### src/hw/wdt_exec_map.vh
`ifndef WDT_EXEC_MAP_VH
`define WDT_EXEC_MAP_VH

// ------------------------------------------------------------
// Opcodes and masks
// ------------------------------------------------------------
`define OP_CLEAR_WATCHDOG  12'h004
`define OP_COMPLEMENT      12'h240
`define OP_DECREMENT       12'h0c0
`define OP_MASK_CLEAR      12'hfff
`define OP_MASK_FILE       12'hfc0

// ------------------------------------------------------------
// Instruction fields
// ------------------------------------------------------------
`define FLD_DEST           5
`define FLD_ADDR_HI        4
`define FLD_ADDR_LO        0

// ------------------------------------------------------------
// APB register map
// ------------------------------------------------------------
`define ADDR_INSTR         8'h00
`define ADDR_ACCUM         8'h04
`define ADDR_STATUS        8'h08
`define ADDR_CONTROL       8'h0c
`define ADDR_WATCHDOG      8'h10
`define ADDR_PRESCALER     8'h14
`define ADDR_FILE_BASE     8'h80

// ------------------------------------------------------------
// Status and control bits
// ------------------------------------------------------------
`define ST_ZERO            2
`define ST_POWERDOWN_N     3
`define ST_TIMEOUT_N       4
`define CTL_PSA            0
`define CTL_TICK           1

// ------------------------------------------------------------
// Reset values and counter constants
// ------------------------------------------------------------
`define RST_STATUS         8'h18
`define RST_BYTE           8'h00
`define ONE_BYTE           8'h01
`define RST_INSTR          12'h000
`define RST_WORD           32'h00000000
`define PRESCALE_WRAP      8'hff

// ------------------------------------------------------------
// File window address fields
// ------------------------------------------------------------
`define FILE_SEL_BIT       7
`define FILE_IDX_HI        6
`define FILE_IDX_LO        2

`endif

### src/hw/instr_alu.v
`timescale 1ns/1ps
`default_nettype none
`include "wdt_exec_map.vh"

module instr_alu #(
  parameter WIDTH = 8
) (
  input  wire [11:0]      instr,
  input  wire [WIDTH-1:0] operand,
  output wire             is_clear_watchdog,
  output wire             is_file_op,
  output wire [WIDTH-1:0] result,
  output wire             result_zero
);

  // ----------------------------------------------------------
  // Decode
  // ----------------------------------------------------------
  wire is_comp;
  wire is_dec;

  assign is_clear_watchdog = (instr == `OP_CLEAR_WATCHDOG);
  assign is_comp = ((instr & `OP_MASK_FILE) == `OP_COMPLEMENT);
  assign is_dec  = ((instr & `OP_MASK_FILE) == `OP_DECREMENT);
  assign is_file_op = is_comp | is_dec;

  // ----------------------------------------------------------
  // Result
  // ----------------------------------------------------------
  assign result = is_comp ? ~operand
                          : operand - {{(WIDTH-1){1'b0}}, 1'b1};
  assign result_zero = (result == {WIDTH{1'b0}});

endmodule // instr_alu
`default_nettype wire

### src/hw/wdt_exec.v
// The address map and the APB interface to the registers were decided locally.
`timescale 1ns/1ps
`default_nettype none
`include "wdt_exec_map.vh"

module wdt_exec #(
  parameter WIDTH = 8,
  parameter DEPTH = 32
) (
  input  wire        pclk,
  input  wire        presetn,
  input  wire        psel,
  input  wire        penable,
  input  wire        pwrite,
  input  wire [7:0]  paddr,
  input  wire [31:0] pwdata,
  output reg  [31:0] prdata,
  output wire        pready,
  output wire        pslverr
);

  // ----------------------------------------------------------
  // State
  // ----------------------------------------------------------
  reg  [WIDTH-1:0] file_mem [0:DEPTH-1];
  reg  [WIDTH-1:0] accum;
  reg  [7:0]       status;
  reg              psa_watchdog;
  reg  [7:0]       watchdog_counter;
  reg  [7:0]       prescaler;
  reg  [11:0]      last_instr;
  wire [WIDTH-1:0] result;
  wire             result_zero;
  wire             is_clear_watchdog;
  wire             is_file_op;
  wire [11:0]      instr;
  wire [4:0]       faddr;
  wire             dest_file;
  wire             wr;
  wire             rd;
  wire             instr_go;
  wire             tick;
  wire             file_sel;
  wire             known;

  assign wr = psel & penable & pwrite;
  assign rd = psel & ~pwrite;
  assign pready = 1'b1;
  assign file_sel = (paddr[`FILE_SEL_BIT] == 1'b1);
  assign known = file_sel | (paddr == `ADDR_INSTR) |
                 (paddr == `ADDR_ACCUM) | (paddr == `ADDR_STATUS) |
                 (paddr == `ADDR_CONTROL) | (paddr == `ADDR_WATCHDOG) |
                 (paddr == `ADDR_PRESCALER);
  assign pslverr = psel & penable & ~known;

  assign instr     = pwdata[11:0];
  assign faddr     = instr[`FLD_ADDR_HI:`FLD_ADDR_LO];
  assign dest_file = instr[`FLD_DEST];
  assign instr_go  = wr & (paddr == `ADDR_INSTR);
  assign tick = wr & (paddr == `ADDR_CONTROL) & pwdata[`CTL_TICK];

  // ----------------------------------------------------------
  // Decode and execute
  // ----------------------------------------------------------
  instr_alu #(
    .WIDTH (WIDTH)
  ) u_alu (
    .instr        (instr),
    .operand      (file_mem[faddr]),
    .is_clear_watchdog (is_clear_watchdog),
    .is_file_op   (is_file_op),
    .result       (result),
    .result_zero  (result_zero)
  );

  // ----------------------------------------------------------
  // Register file
  // ----------------------------------------------------------
  genvar gi;
  generate
    for (gi = 0; gi < DEPTH; gi = gi + 1) begin : g_file
      always @(posedge pclk or negedge presetn) begin
        if (!presetn) begin
          file_mem[gi] <= `RST_BYTE;
        end else if (instr_go && is_file_op && dest_file &&
                     faddr == gi) begin
          file_mem[gi] <= result;
        end else if (wr && file_sel &&
                     paddr[`FILE_IDX_HI:`FILE_IDX_LO] == gi) begin
          file_mem[gi] <= pwdata[WIDTH-1:0];
        end
      end
    end
  endgenerate

  // ----------------------------------------------------------
  // Accumulator, status, watchdog
  // ----------------------------------------------------------
  always @(posedge pclk or negedge presetn) begin
    if (!presetn) begin
      accum            <= `RST_BYTE;
      status           <= `RST_STATUS;
      psa_watchdog     <= 1'b0;
      watchdog_counter <= `RST_BYTE;
      prescaler        <= `RST_BYTE;
      last_instr       <= `RST_INSTR;
    end else begin
      if (instr_go) begin
        last_instr <= instr;
      end
      if (instr_go && is_file_op && !dest_file) begin
        accum <= result;
      end else if (wr && paddr == `ADDR_ACCUM) begin
        accum <= pwdata[WIDTH-1:0];
      end
      if (instr_go && is_file_op) begin
        status[`ST_ZERO] <= result_zero;
      end else if (instr_go && is_clear_watchdog) begin
        status[`ST_TIMEOUT_N]   <= 1'b1;
        status[`ST_POWERDOWN_N] <= 1'b1;
      end else if (wr && paddr == `ADDR_STATUS) begin
        status <= pwdata[7:0];
      end
      if (wr && paddr == `ADDR_CONTROL) begin
        psa_watchdog <= pwdata[`CTL_PSA];
      end
      if (instr_go && is_clear_watchdog) begin
        watchdog_counter <= `RST_BYTE;
        if (psa_watchdog) begin
          prescaler <= `RST_BYTE;
        end
      end else if (tick) begin
        prescaler <= prescaler + `ONE_BYTE;
        if (psa_watchdog && prescaler == `PRESCALE_WRAP) begin
          watchdog_counter <= watchdog_counter + `ONE_BYTE;
        end else if (!psa_watchdog) begin
          watchdog_counter <= watchdog_counter + `ONE_BYTE;
        end
      end
    end
  end

  // ----------------------------------------------------------
  // Read data
  // ----------------------------------------------------------
  always @(posedge pclk or negedge presetn) begin
    if (!presetn) begin
      prdata <= `RST_WORD;
    end else if (rd && !penable) begin
      prdata <= `RST_WORD;
      if (file_sel) begin
        prdata[WIDTH-1:0] <= file_mem[paddr[`FILE_IDX_HI:`FILE_IDX_LO]];
      end else begin
        case (paddr)
          `ADDR_INSTR:     prdata[11:0] <= last_instr;
          `ADDR_ACCUM:     prdata[WIDTH-1:0] <= accum;
          `ADDR_STATUS:    prdata[7:0] <= status;
          `ADDR_CONTROL:   prdata[0] <= psa_watchdog;
          `ADDR_WATCHDOG:  prdata[7:0] <= watchdog_counter;
          `ADDR_PRESCALER: prdata[7:0] <= prescaler;
          default:         prdata <= `RST_WORD;
        endcase
      end
    end
  end

endmodule // wdt_exec
`default_nettype wire

### config.mk
export PLATFORM = sky130hd
export DESIGN_NAME = wdt_exec
export DESIGN_NICKNAME = d
export VERILOG_FILES = /design/src/hw/instr_alu.v /design/src/hw/wdt_exec.v
export VERILOG_INCLUDE_DIRS = /design/src /design/src/hw
export SDC_FILE = /design/constraint.sdc
export NUM_CORES = 1
export LEC_CHECK = 0
export ABC_AREA = 1
export ABC_CLOCK_PERIOD_IN_PS = 3100
export BUFFER_PORTS_ARGS = -buffer_cell sky130_fd_sc_hd__buf_2
export CAP_MARGIN = 10
export CORE_ASPECT_RATIO = 0.75
export CORE_MARGIN = 2
export CORE_UTILIZATION = 30
export CTS_CLUSTER_DIAMETER = 60
export DETAILED_ROUTE_END_ITERATION = 8
export PLACE_DENSITY_LB_ADDON = 0.25
export SLEW_MARGIN = 0
export SYNTH_ARGS = -nofsm -noshare
export SYNTH_HDL_FRONTEND = slang
export SYNTH_SLANG_ARGS = --single-unit
export TNS_END_PERCENT = 1
### constraint.sdc
create_clock -name pclk -period 3.1 [get_ports pclk]
set_input_delay 0.155 -clock pclk [delete_from_list [all_inputs] [get_ports pclk]]
set_output_delay 0.155 -clock pclk [all_outputs]
set_load 0.01 [all_outputs]
==> impl_metrics.py, run 1 <==
metrics = {
    "drt": {
        "vias_per_cell": 5.902,
        "wl_mm": 103.4,
        "wl_per_cell_um": 28.21,
        "drtIter0Drc": 2946,
        "vias": 21643,
        "dr.pass1.iters": 6,
        "antenna_left": 0,
        "drc": 0,
    },
    "clocking": {
        "path_clk_slew_ns": 0.06,
        "cts_buffers": 38,
        "cts-root-buf": "clkbuf_16",
        "cts_buffer_depth": 3,
        "clk-insertion-delay-late_ns": 0.58,
        "htree_levels": 2,
        "clock_sinks": 313,
        "cts_tree": "yes",
    },
    "sta": {
        "max_freq_ghz": 0.3474,
        "fin_crit_ns": 2.879,
        "rsz0062_at_grt": "no",
        "tightest_slew_ns": 1.074,
        "max_slew_margin": 0.2813,
        "report.final.slew_viol_count": 0,
        "clock_skew_ns": 0.02851,
        "finalHoldViolCount": 0,
        "holdWs_ns": 0.02128,
        "setup_viol_count_final": 0,
        "min_period_over_period": 0.9286,
    },
    "cells_and_area": {
        "final_common_cell": "nand2_1",
        "syn_to_final_growth_pct": 19.07,
        "final_cell_mix": "nand2_1 (762), dfrtp_1 (311), inv_1 (304), nor2_1 (185), o221ai_1 (159)",
        "drive_above_1_share": 0.1254,
        "fin_nets": 2827,
        "antenna_cells": 0,
    },
    "logic_synthesis": {
        "synth_cells": 2656,
        "postSynthAreaPerCell_um2": 7.299,
        "synth-seq-cells": 313,
        "synthArstFlopShare": 1.000,
        "ys_seq_area_frac": 0.4042,
        "synth_cell_type_count": 48,
        "synth_ff_type": "dfrtp_1",
        "netlist_area_um2": 19380,
        "synth_edf_count": 0,
        "yosys_warnings": 0,
    },
    "flow_run": {
        "cap_violations": 0,
    },
    "floorplanning": {
        "core-area_um2": 63760,
        "pin_count": 79,
        "die-height_um": 224.1,
        "die_area_um2": 66690,
        "initial_core_util": 0.3040,
        "fp-row-count": 80,
        "die-width_um": 297.5,
    },
    "pwr": {
        "p_leak_nw": 10.83,
        "ir_drop_mv": 0.4025,
        "powerDensity_nw_per_um2": 495.8,
        "power_mw": 11.44,
    },
    "setup_path": {
        "startpoint_type": "input port",
        "crit_required_ns": 3.52,
        "crit_path_start": "pwdata[10]",
        "rrSetupSlack_ns": 0.27,
        "r2r-start": "file_mem[185]",
        "worstSetupPathType": "input port to register",
        "crit_arrival_ns": 3.30,
        "worstSetupEndpointType": "register",
        "path_max_fanout": 10,
    },
    "grt": {
        "grt_pass1_wl_mm": 148.1,
        "overflow": 0,
        "grt_antenna_before_repair": 1,
        "grt_usage": 0.3052,
        "grt_max_degree": 88,
        "grt_pass1_vias": 19735,
    },
    "min_path": {
        "hold_class": "input port to register",
        "worstHoldStart": "penable",
    },
    "place": {
        "dp.final_hpwl_mm": 73.98,
        "io_buffers": 37,
        "gp_congestion": 1.007,
    },
    "run_status": {
        "status": "finished, final reports clean",
    },
}
==> final timing paths <==
check	to	cells past startpoint
setup reg to reg	file_mem[122]	13
setup / recovery	file_mem[58]	18
hold / removal	prdata[0]	5
min in group asynchronous	watchdog_counter[1]	2
max in group asynchronous	file_mem[136]	3
hold reg to reg	prdata[0]	2
==> routing by layer <==
layer | vias to the layer above | track usage | share of wire
met1 | 10616 | 0.4633 | 0.45
met3 | 209 | 0.09601 | 0.14
met2 | 1528 | 0.4006 | 0.38
met5 | - | 0 | 0
li1 | 9290 | - | -
met4 | 0 | 0.09563 | 0.034
==> repair_timing <==
action / 4_1_cts / 5_1_grt
setup buffers: 0 / 0
resized for setup: 0 / 0
hold buffers: 5 / 0
hold endpoints to repair: 84 / 0
==> through the flow <==
stage               TNS (ns)  cells  setup WS, ns  utilization  instance area, um^2
floorplan                  0   2675        0.4714            -                19460
global placement     -0.5640   3595      -0.04777       0.3419                21800
detailed placement    -1.106   3595      -0.09746       0.3419                21800
CTS                        0   3667        0.3791       0.3620                23080
global route               0   3667        0.1080       0.3620                23080
finish                     0   3667        0.2213       0.3620                23080
==> synthesized netlist by cell type, types with 7 or more instances <==
library cell,number,area (um^2)
a22oi_1,40,300.3
nand2_2,14,87.58
clkbuf_1,68,255.2
nand3_1,140,700.7
a21oi_1,64,320.3
a221oi_1,19,166.4
a2111oi_0,7,61.31
a22o_1,7,61.31
nor2_1,188,705.7
buf_2,49,245.2
nand4_1,11,68.82
nor2_2,11,68.82
o211ai_1,48,360.4
o22ai_1,87,544.3
inv_1,304,1141
clkinv_1,10,37.54
o311ai_0,7,61.31
buf_1,15,56.30
inv_2,22,82.58
o221ai_1,159,1393
o31ai_1,7,52.55
nand2_1,764,2868
o21ai_1,19,95.09
dfrtp_1,311,7782
o2111ai_1,14,122.6
buf_4,33,247.7
o21ai_0,146,730.7
a2bb2oi_1,7,61.31
o21bai_1,24,180.2
nor3_1,17,85.08
==> cells by family (layout without fill, tap and decap cells) <==
| kind of cell | count (synthesis) | in the layout | share of synthesized area |
|---|---|---|---|
| AOI/OAI and AO/OA | 663 | 663 | 0.2357 |
| xor gates and xnor gates | 4 | 4 | 0.001807 |
| adders and majority gates | 3 | 3 | 0.001937 |
| buffers and inverters | 503 | 634 | 0.1075 |
| DFF | 313 | 313 | 0.4042 |
| muxes | 2 | 2 | 0.001033 |
| other | 2 | 21 | 0.0003874 |
| and+or+nand+nor | 1166 | 1166 | 0.2475 |
==> critical path, cell delays in order <==
cell and delay, ns:
dlygate4sd3_1 0.54, buf_2 0.13, inv_1 0.05, nand2_1 0.10, nor3_1 0.25, inv_1 0.09
o31ai_1 0.08, buf_4 0.16, nand3_2 0.22, nor2_4 0.45, inv_2 0.17, nor2_1 0.25
buf_4 0.23, inv_2 0.05, nand2_1 0.08, inv_1 0.11, nand2_1 0.08, o221ai_1 0.10
==> report_power, final <==
part           total, mW  switching, mW  internal (mW)
registers           4.49          0.164           4.33
logic               2.36           1.66          0.706
clock network       4.59           1.96           2.63
total               11.4           3.78           7.66
==> sequential cells by signal (all words and copies together), names as in the netlist <==
signal and count:
last_instr 12, prescaler 8, watchdog_counter 8, accum 8, status 8, file_mem 256, prdata 12, psa_watchdog 1
==> cell type report <==
class / instances / area, um^2
Clock inverter: 7 / 45.04
Sequential cell: 313 / 7835
Timing Repair Buffer: 230 / 2110
Tap cell: 861 / 1077
Inverter: 337 / 1267
Multi-Input combinational cell: 1859 / 9560
Clock buffer: 60 / 1187
Fill cell: 6763 / 40680
Power figures use the tool's default switching activity.
==> run 2, diff against run 1 <==
--- a/config.mk
+++ b/config.mk
@@ -8,13 +8,15 @@
 export LEC_CHECK = 0
 export ABC_AREA = 1
 export ABC_CLOCK_PERIOD_IN_PS = 3100
-export BUFFER_PORTS_ARGS = -buffer_cell sky130_fd_sc_hd__buf_2
 export CAP_MARGIN = 10
+export CELL_PAD_IN_SITES_DETAIL_PLACEMENT = 1
+export CELL_PAD_IN_SITES_GLOBAL_PLACEMENT = 2
 export CORE_ASPECT_RATIO = 0.75
 export CORE_MARGIN = 2
-export CORE_UTILIZATION = 30
+export CORE_UTILIZATION = 38
 export CTS_CLUSTER_DIAMETER = 60
 export DETAILED_ROUTE_END_ITERATION = 8
+export DONT_BUFFER_PORTS = 1
 export PLACE_DENSITY_LB_ADDON = 0.25
 export SLEW_MARGIN = 0
 export SYNTH_ARGS = -nofsm -noshare
==> impl_metrics.py, run 2 (synthesized netlist as in run 1, its figures left out) <==
metrics = {
    "run_status": {
        "status": "complete, but fails checks",
        "violations": "hold timing, slew limit",
    },
    "drt": {
        "dr.pass1.iters": 5,
        "wl_mm": 106.5,
        "antenna_left": 0,
        "vias_per_cell": 6.351,
        "vias": 21872,
        "drc": 0,
        "drtIter0Drc": 2730,
        "wl_per_cell_um": 30.92,
    },
    "sta": {
        "rsz0062_at_grt": "no",
        "report.final.slew_viol_count": 235,
        "finalHoldViolCount": 311,
        "holdWs_ns": -0.6980,
        "clock_skew_ns": 0.02937,
        "max_slew_margin": -0.6644,
        "timing.final.ws_setup_ns": 0.1760,
        "fin_crit_ns": 2.924,
        "tns_ns": 0,
        "max_freq_ghz": 0.3420,
        "tightest_slew_ns": 2.497,
        "setup_viol_count_final": 0,
        "min_period_over_period": 0.9432,
    },
    "floorplanning": {
        "core-area_um2": 50280,
        "initial_core_util": 0.3855,
        "pin_count": 79,
        "die-height_um": 199.6,
        "die_area_um2": 52850,
        "die-width_um": 264.8,
        "fp-row-count": 71,
    },
    "place": {
        "gp_congestion": 1.022,
        "preCtsSetupSlack_ns": -0.03875,
        "dpl.cell_count": 3353,
        "dp.final_hpwl_mm": 73.19,
        "io_buffers": 0,
    },
    "clocking": {
        "hold_buffers": 26,
        "cts_tree": "yes",
        "clk-insertion-delay-late_ns": 0.58,
        "cts-root-buf": "clkbuf_16",
        "path_clk_slew_ns": 0.06,
        "cts_setup_buffers": 0,
        "clock_sinks": 313,
        "cts_buffers": 38,
        "cts_buffer_depth": 3,
        "htree_levels": 2,
    },
    "cells_and_area": {
        "fill_cells": 6258,
        "final_common_cell": "nand2_1",
        "stdcell_count": 3444,
        "largestRegisters": "file_mem x256, last_instr x12, prdata x12",
        "largest_reg_flops": 256,
        "drive_above_1_share": 0.1145,
        "largest_register": "file_mem",
        "syn_to_final_growth_pct": 16.72,
        "final_cell_mix": "nand2_1 (762), dfrtp_1 (311), inv_1 (304), nor2_1 (183), buf_4 (169)",
        "fin_nets": 2810,
    },
    "setup_path": {
        "startpoint_type": "register",
        "path_max_fanout": 18,
        "worstSetupPathType": "register to register",
        "crit_required_ns": 3.57,
        "worstSetupEndpointType": "register",
        "crit_arrival_ns": 3.39,
    },
    "grt": {
        "grt_pass1_vias": 21855,
        "grt_usage": 0.4029,
        "overflow": 0,
        "grt_max_degree": 314,
        "grt_pass1_wl_mm": 154.0,
        "grt_antenna_before_repair": 2,
    },
    "pwr": {
        "ir_drop_mv": 0.3736,
        "p_leak_nw": 10.67,
        "powerDensity_nw_per_um2": 492.7,
    },
    "min_path": {
        "hold_class": "input port to async pin",
    },
    "flow_run": {
        "cap_violations": 0,
    },
}
-- run 2: path summary, 6_finish.rpt --
kind / to / startpoint / cells after the start / slack, ns
worst max-delay path: file_mem[75] / file_mem[240] / 15 / 0.18
worst min-delay path: file_mem[144] / presetn / 0 / -0.70
worst max register to register: file_mem[75] / file_mem[240] / 15 / 0.18
worst min register to register: last_instr[3] / last_instr[3] / 2 / 0.49
max in group asynchronous: file_mem[151] / presetn / 0 / 1.84
min in group pclk: file_mem[172] / pwdata[4] / 3 / 0.02
-- run 2: report_power, final --
part,switching (mW),internal [mW],total (mW)
logic,1.49,0.628,2.11
clock network,1.94,2.58,4.52
registers,0.186,4.33,4.52
-- run 2: final cells by class --
class | instances | area, um^2 | area share
Inverter | 337 | 1267 | 0.05602
Antenna cell | 2 | 5.005 | 0.0002212
Clock inverter | 8 | 81.33 | 0.003594
Clock buffer | 55 | 1116 | 0.04933
Multi-Input combinational cell | 1859 | 9570 | 0.4230
Tap cell | 657 | 822.0 | 0.03633
Timing Repair Buffer | 213 | 1929 | 0.08527
Sequential cell | 313 | 7835 | 0.3463
-- run 2: repair_timing --
item / CTS / global route
endpoints found under the setup margin: 0 / 13
endpoints found under the hold margin: 471 / 313
resized for setup: 0 / 3
-- run 2: through the flow --
stage	utilization	power (mW)	instance area, um^2
after floorplan	-	5.563	19460
after global placement	0.4199	6.436	21110
after detailed placement	0.4199	6.483	21110
after CTS	0.4497	11.08	22610
after global routing	0.4499	11.44	22620
final	0.4500	11.15	22630
-- run 2: layer usage --
| layer | routed length [um] | GRT usage | up-vias |
|---|---|---|---|
| li1 | - | - | 9263 |
| met1 | 45510 | 0.5598 | 11005 |
| met4 | 5537 | 0.1873 | 4 |
| met3 | 12530 | 0.1158 | 314 |
| met5 | 23 | 0 | - |
| met2 | 42870 | 0.5758 | 1286 |
-- run 2: critical path, cell delays in order, from the launching register on --
cell and delay (ns):
dfrtp_1 0.36, inv_1 0.15, nor2_1 0.07, nor2_1 0.17, nand2_1 0.09, a21oi_1 0.25
nand2_1 0.10, nand2_1 0.21, buf_4 0.28, nand3_2 0.15, nand2_1 0.19, nand2_1 0.12
nand2_4 0.24, inv_2 0.08, buf_12 0.18, o221ai_1 0.17
==> run 3, diff against run 2 <==
--- a/config.mk
+++ b/config.mk
@@ -14,6 +14,7 @@
 export CORE_ASPECT_RATIO = 0.75
 export CORE_MARGIN = 2
 export CORE_UTILIZATION = 38
+export CTS_BUF_LIST = sky130_fd_sc_hd__clkbuf_8 sky130_fd_sc_hd__clkbuf_16
 export CTS_CLUSTER_DIAMETER = 60
 export DETAILED_ROUTE_END_ITERATION = 8
 export DONT_BUFFER_PORTS = 1
==> impl_metrics.py, run 3 (synthesized netlist as in run 1, its figures left out) <==
metrics = {
    "run_status": {
        "status": "complete, but fails checks",
        "violations": "hold timing, slew limit",
    },
    "grt": {
        "grt_usage": 0.4029,
        "overflow": 0,
        "grt_pass1_wl_mm": 154.0,
        "grt_antenna_before_repair": 2,
        "grt_max_degree": 314,
        "grt_pass1_vias": 21855,
    },
    "sta": {
        "min_period_over_period": 0.9442,
        "clock_skew_ns": 0.03191,
        "finalHoldViolCount": 311,
        "max_slew_margin": -0.6254,
        "timing.final.ws_setup_ns": 0.1729,
        "tns_ns": 0,
        "report.final.slew_viol_count": 239,
        "rsz0062_at_grt": "no",
        "fin_crit_ns": 2.927,
        "holdWs_ns": -0.6972,
        "max_freq_ghz": 0.3416,
        "setup_viol_count_final": 0,
        "tightest_slew_ns": 2.438,
    },
    "setup_path": {
        "rrSetupSlack_ns": 0.17,
        "r2r-start": "file_mem[240]",
        "crit_required_ns": 3.57,
        "worstSetupPathType": "register to register",
        "crit_path_start": "file_mem[240]",
        "worstSetupEndpointType": "register",
        "path_max_fanout": 18,
        "crit_arrival_ns": 3.39,
        "reg2reg_to": "file_mem[75]",
        "crit_path_end": "file_mem[75]",
        "startpoint_type": "register",
        "ff2ff_path_depth": 15,
    },
    "floorplanning": {
        "initial_core_util": 0.3855,
        "die-width_um": 264.8,
        "die_area_um2": 52850,
        "core-area_um2": 50280,
        "fp-row-count": 71,
        "die-height_um": 199.6,
        "pin_count": 79,
    },
    "place": {
        "dpl.cell_count": 3353,
        "dp.final_hpwl_mm": 73.19,
        "io_buffers": 0,
        "gp_congestion": 1.022,
        "preCtsSetupSlack_ns": -0.03875,
    },
    "drt": {
        "wl_mm": 106.5,
        "antenna_left": 0,
        "wl_per_cell_um": 30.91,
        "drc": 0,
        "vias": 21919,
        "dr.pass1.iters": 6,
        "drtIter0Drc": 2807,
        "vias_per_cell": 6.363,
    },
    "cells_and_area": {
        "largest_register": "file_mem",
        "seq_area_um2": 7835,
        "fill_cells": 6257,
        "fin_util": 0.4501,
        "final_cell_mix": "nand2_1 (762), inv_1 (312), dfrtp_1 (311), nor2_1 (183), buf_4 (169)",
        "stdcell_count": 3445,
        "multi_input_area_um2": 9570,
        "syn_to_final_growth_pct": 16.74,
        "final_common_cell": "nand2_1",
        "largestRegisters": "file_mem x256, last_instr x12, prdata x12",
        "drive_above_1_share": 0.1145,
        "fin_nets": 2810,
        "largest_reg_flops": 256,
    },
    "clocking": {
        "clk-insertion-delay-late_ns": 0.59,
        "cts_setup_buffers": 0,
        "htree_levels": 2,
        "cts_buffer_depth": 3,
        "hold_buffers": 26,
        "clock_sinks": 313,
        "path_clk_slew_ns": 0.06,
        "cts-root-buf": "clkbuf_16",
        "cts_tree": "yes",
        "cts_buffers": 38,
    },
    "flow_run": {
        "cap_violations": 0,
    },
    "min_path": {
        "hold_class": "input port to async pin",
    },
    "pwr": {
        "p_leak_nw": 10.70,
        "powerDensity_nw_per_um2": 491.6,
        "ir_drop_mv": 0.3734,
        "power_mw": 11.12,
    },
}
==> run 3: critical path, cell delays in order, from the launching register on <==
cell	delay [ns]
dfrtp_1	0.36
inv_1	0.15
nor2_1	0.07
nor2_1	0.17
nand2_1	0.09
a21oi_1	0.27
nand2_1	0.10
nand2_1	0.20
buf_4	0.28
nand3_2	0.15
nand2_1	0.18
nand2_1	0.12
nand2_4	0.24
inv_2	0.08
buf_12	0.18
o221ai_1	0.17
==> run 3: worst min-delay path by stage <==
stage                        from             to  cells past startpoint
final                     presetn  file_mem[144]                      0
after global routing      presetn  file_mem[194]                      0
after CTS                 presetn  file_mem[202]                      0
after detailed placement  presetn  file_mem[144]                      0
after global placement    presetn  file_mem[146]                      0
after floorplan           presetn       accum[0]                      0
==> run 3: routing by layer <==
metal  global-route usage  wire length (um)  vias up
li1                     -                 -     9264
met4               0.1873              5508        4
met3               0.1158             12400      307
met5                    0                23        -
met1               0.5598             45630    11063
met2               0.5758             42910     1281
==> run 3: timing repair <==
action                     CTS  global route
hold endpoints to repair   471           313
gates resized for setup      0             3
setup endpoints to repair    0            13
==> run 3: area by class of cell <==
class / count / share of cell area
Timing Repair Buffer: 213 / 0.08526
Clock buffer: 47 / 0.04799
Tap cell: 657 / 0.03633
Clock inverter: 16 / 0.004921
Multi-Input combinational cell: 1859 / 0.4229
Antenna cell: 3 / 0.0003317
Inverter: 337 / 0.05601
Sequential cell: 313 / 0.3462
==> run 3: report_power, final <==
part	total, mW	switching (mW)	internal (mW)	leakage (nW)
Sequential	4.52	0.187	4.33	3.76
Clock	4.49	1.94	2.55	0.617
Combinational	2.12	1.49	0.628	6.33
==> run 3: metrics by stage <==
| step | cell area, um^2 | hold slack, ns |
|---|---|---|
| after floorplan | 19460 | -0.1406 |
| after global placement | 21110 | -0.1214 |
| after detailed placement | 21110 | -0.1228 |
| after CTS | 22610 | -0.7125 |
| after global routing | 22620 | -0.7233 |
| final | 22630 | -0.6972 |
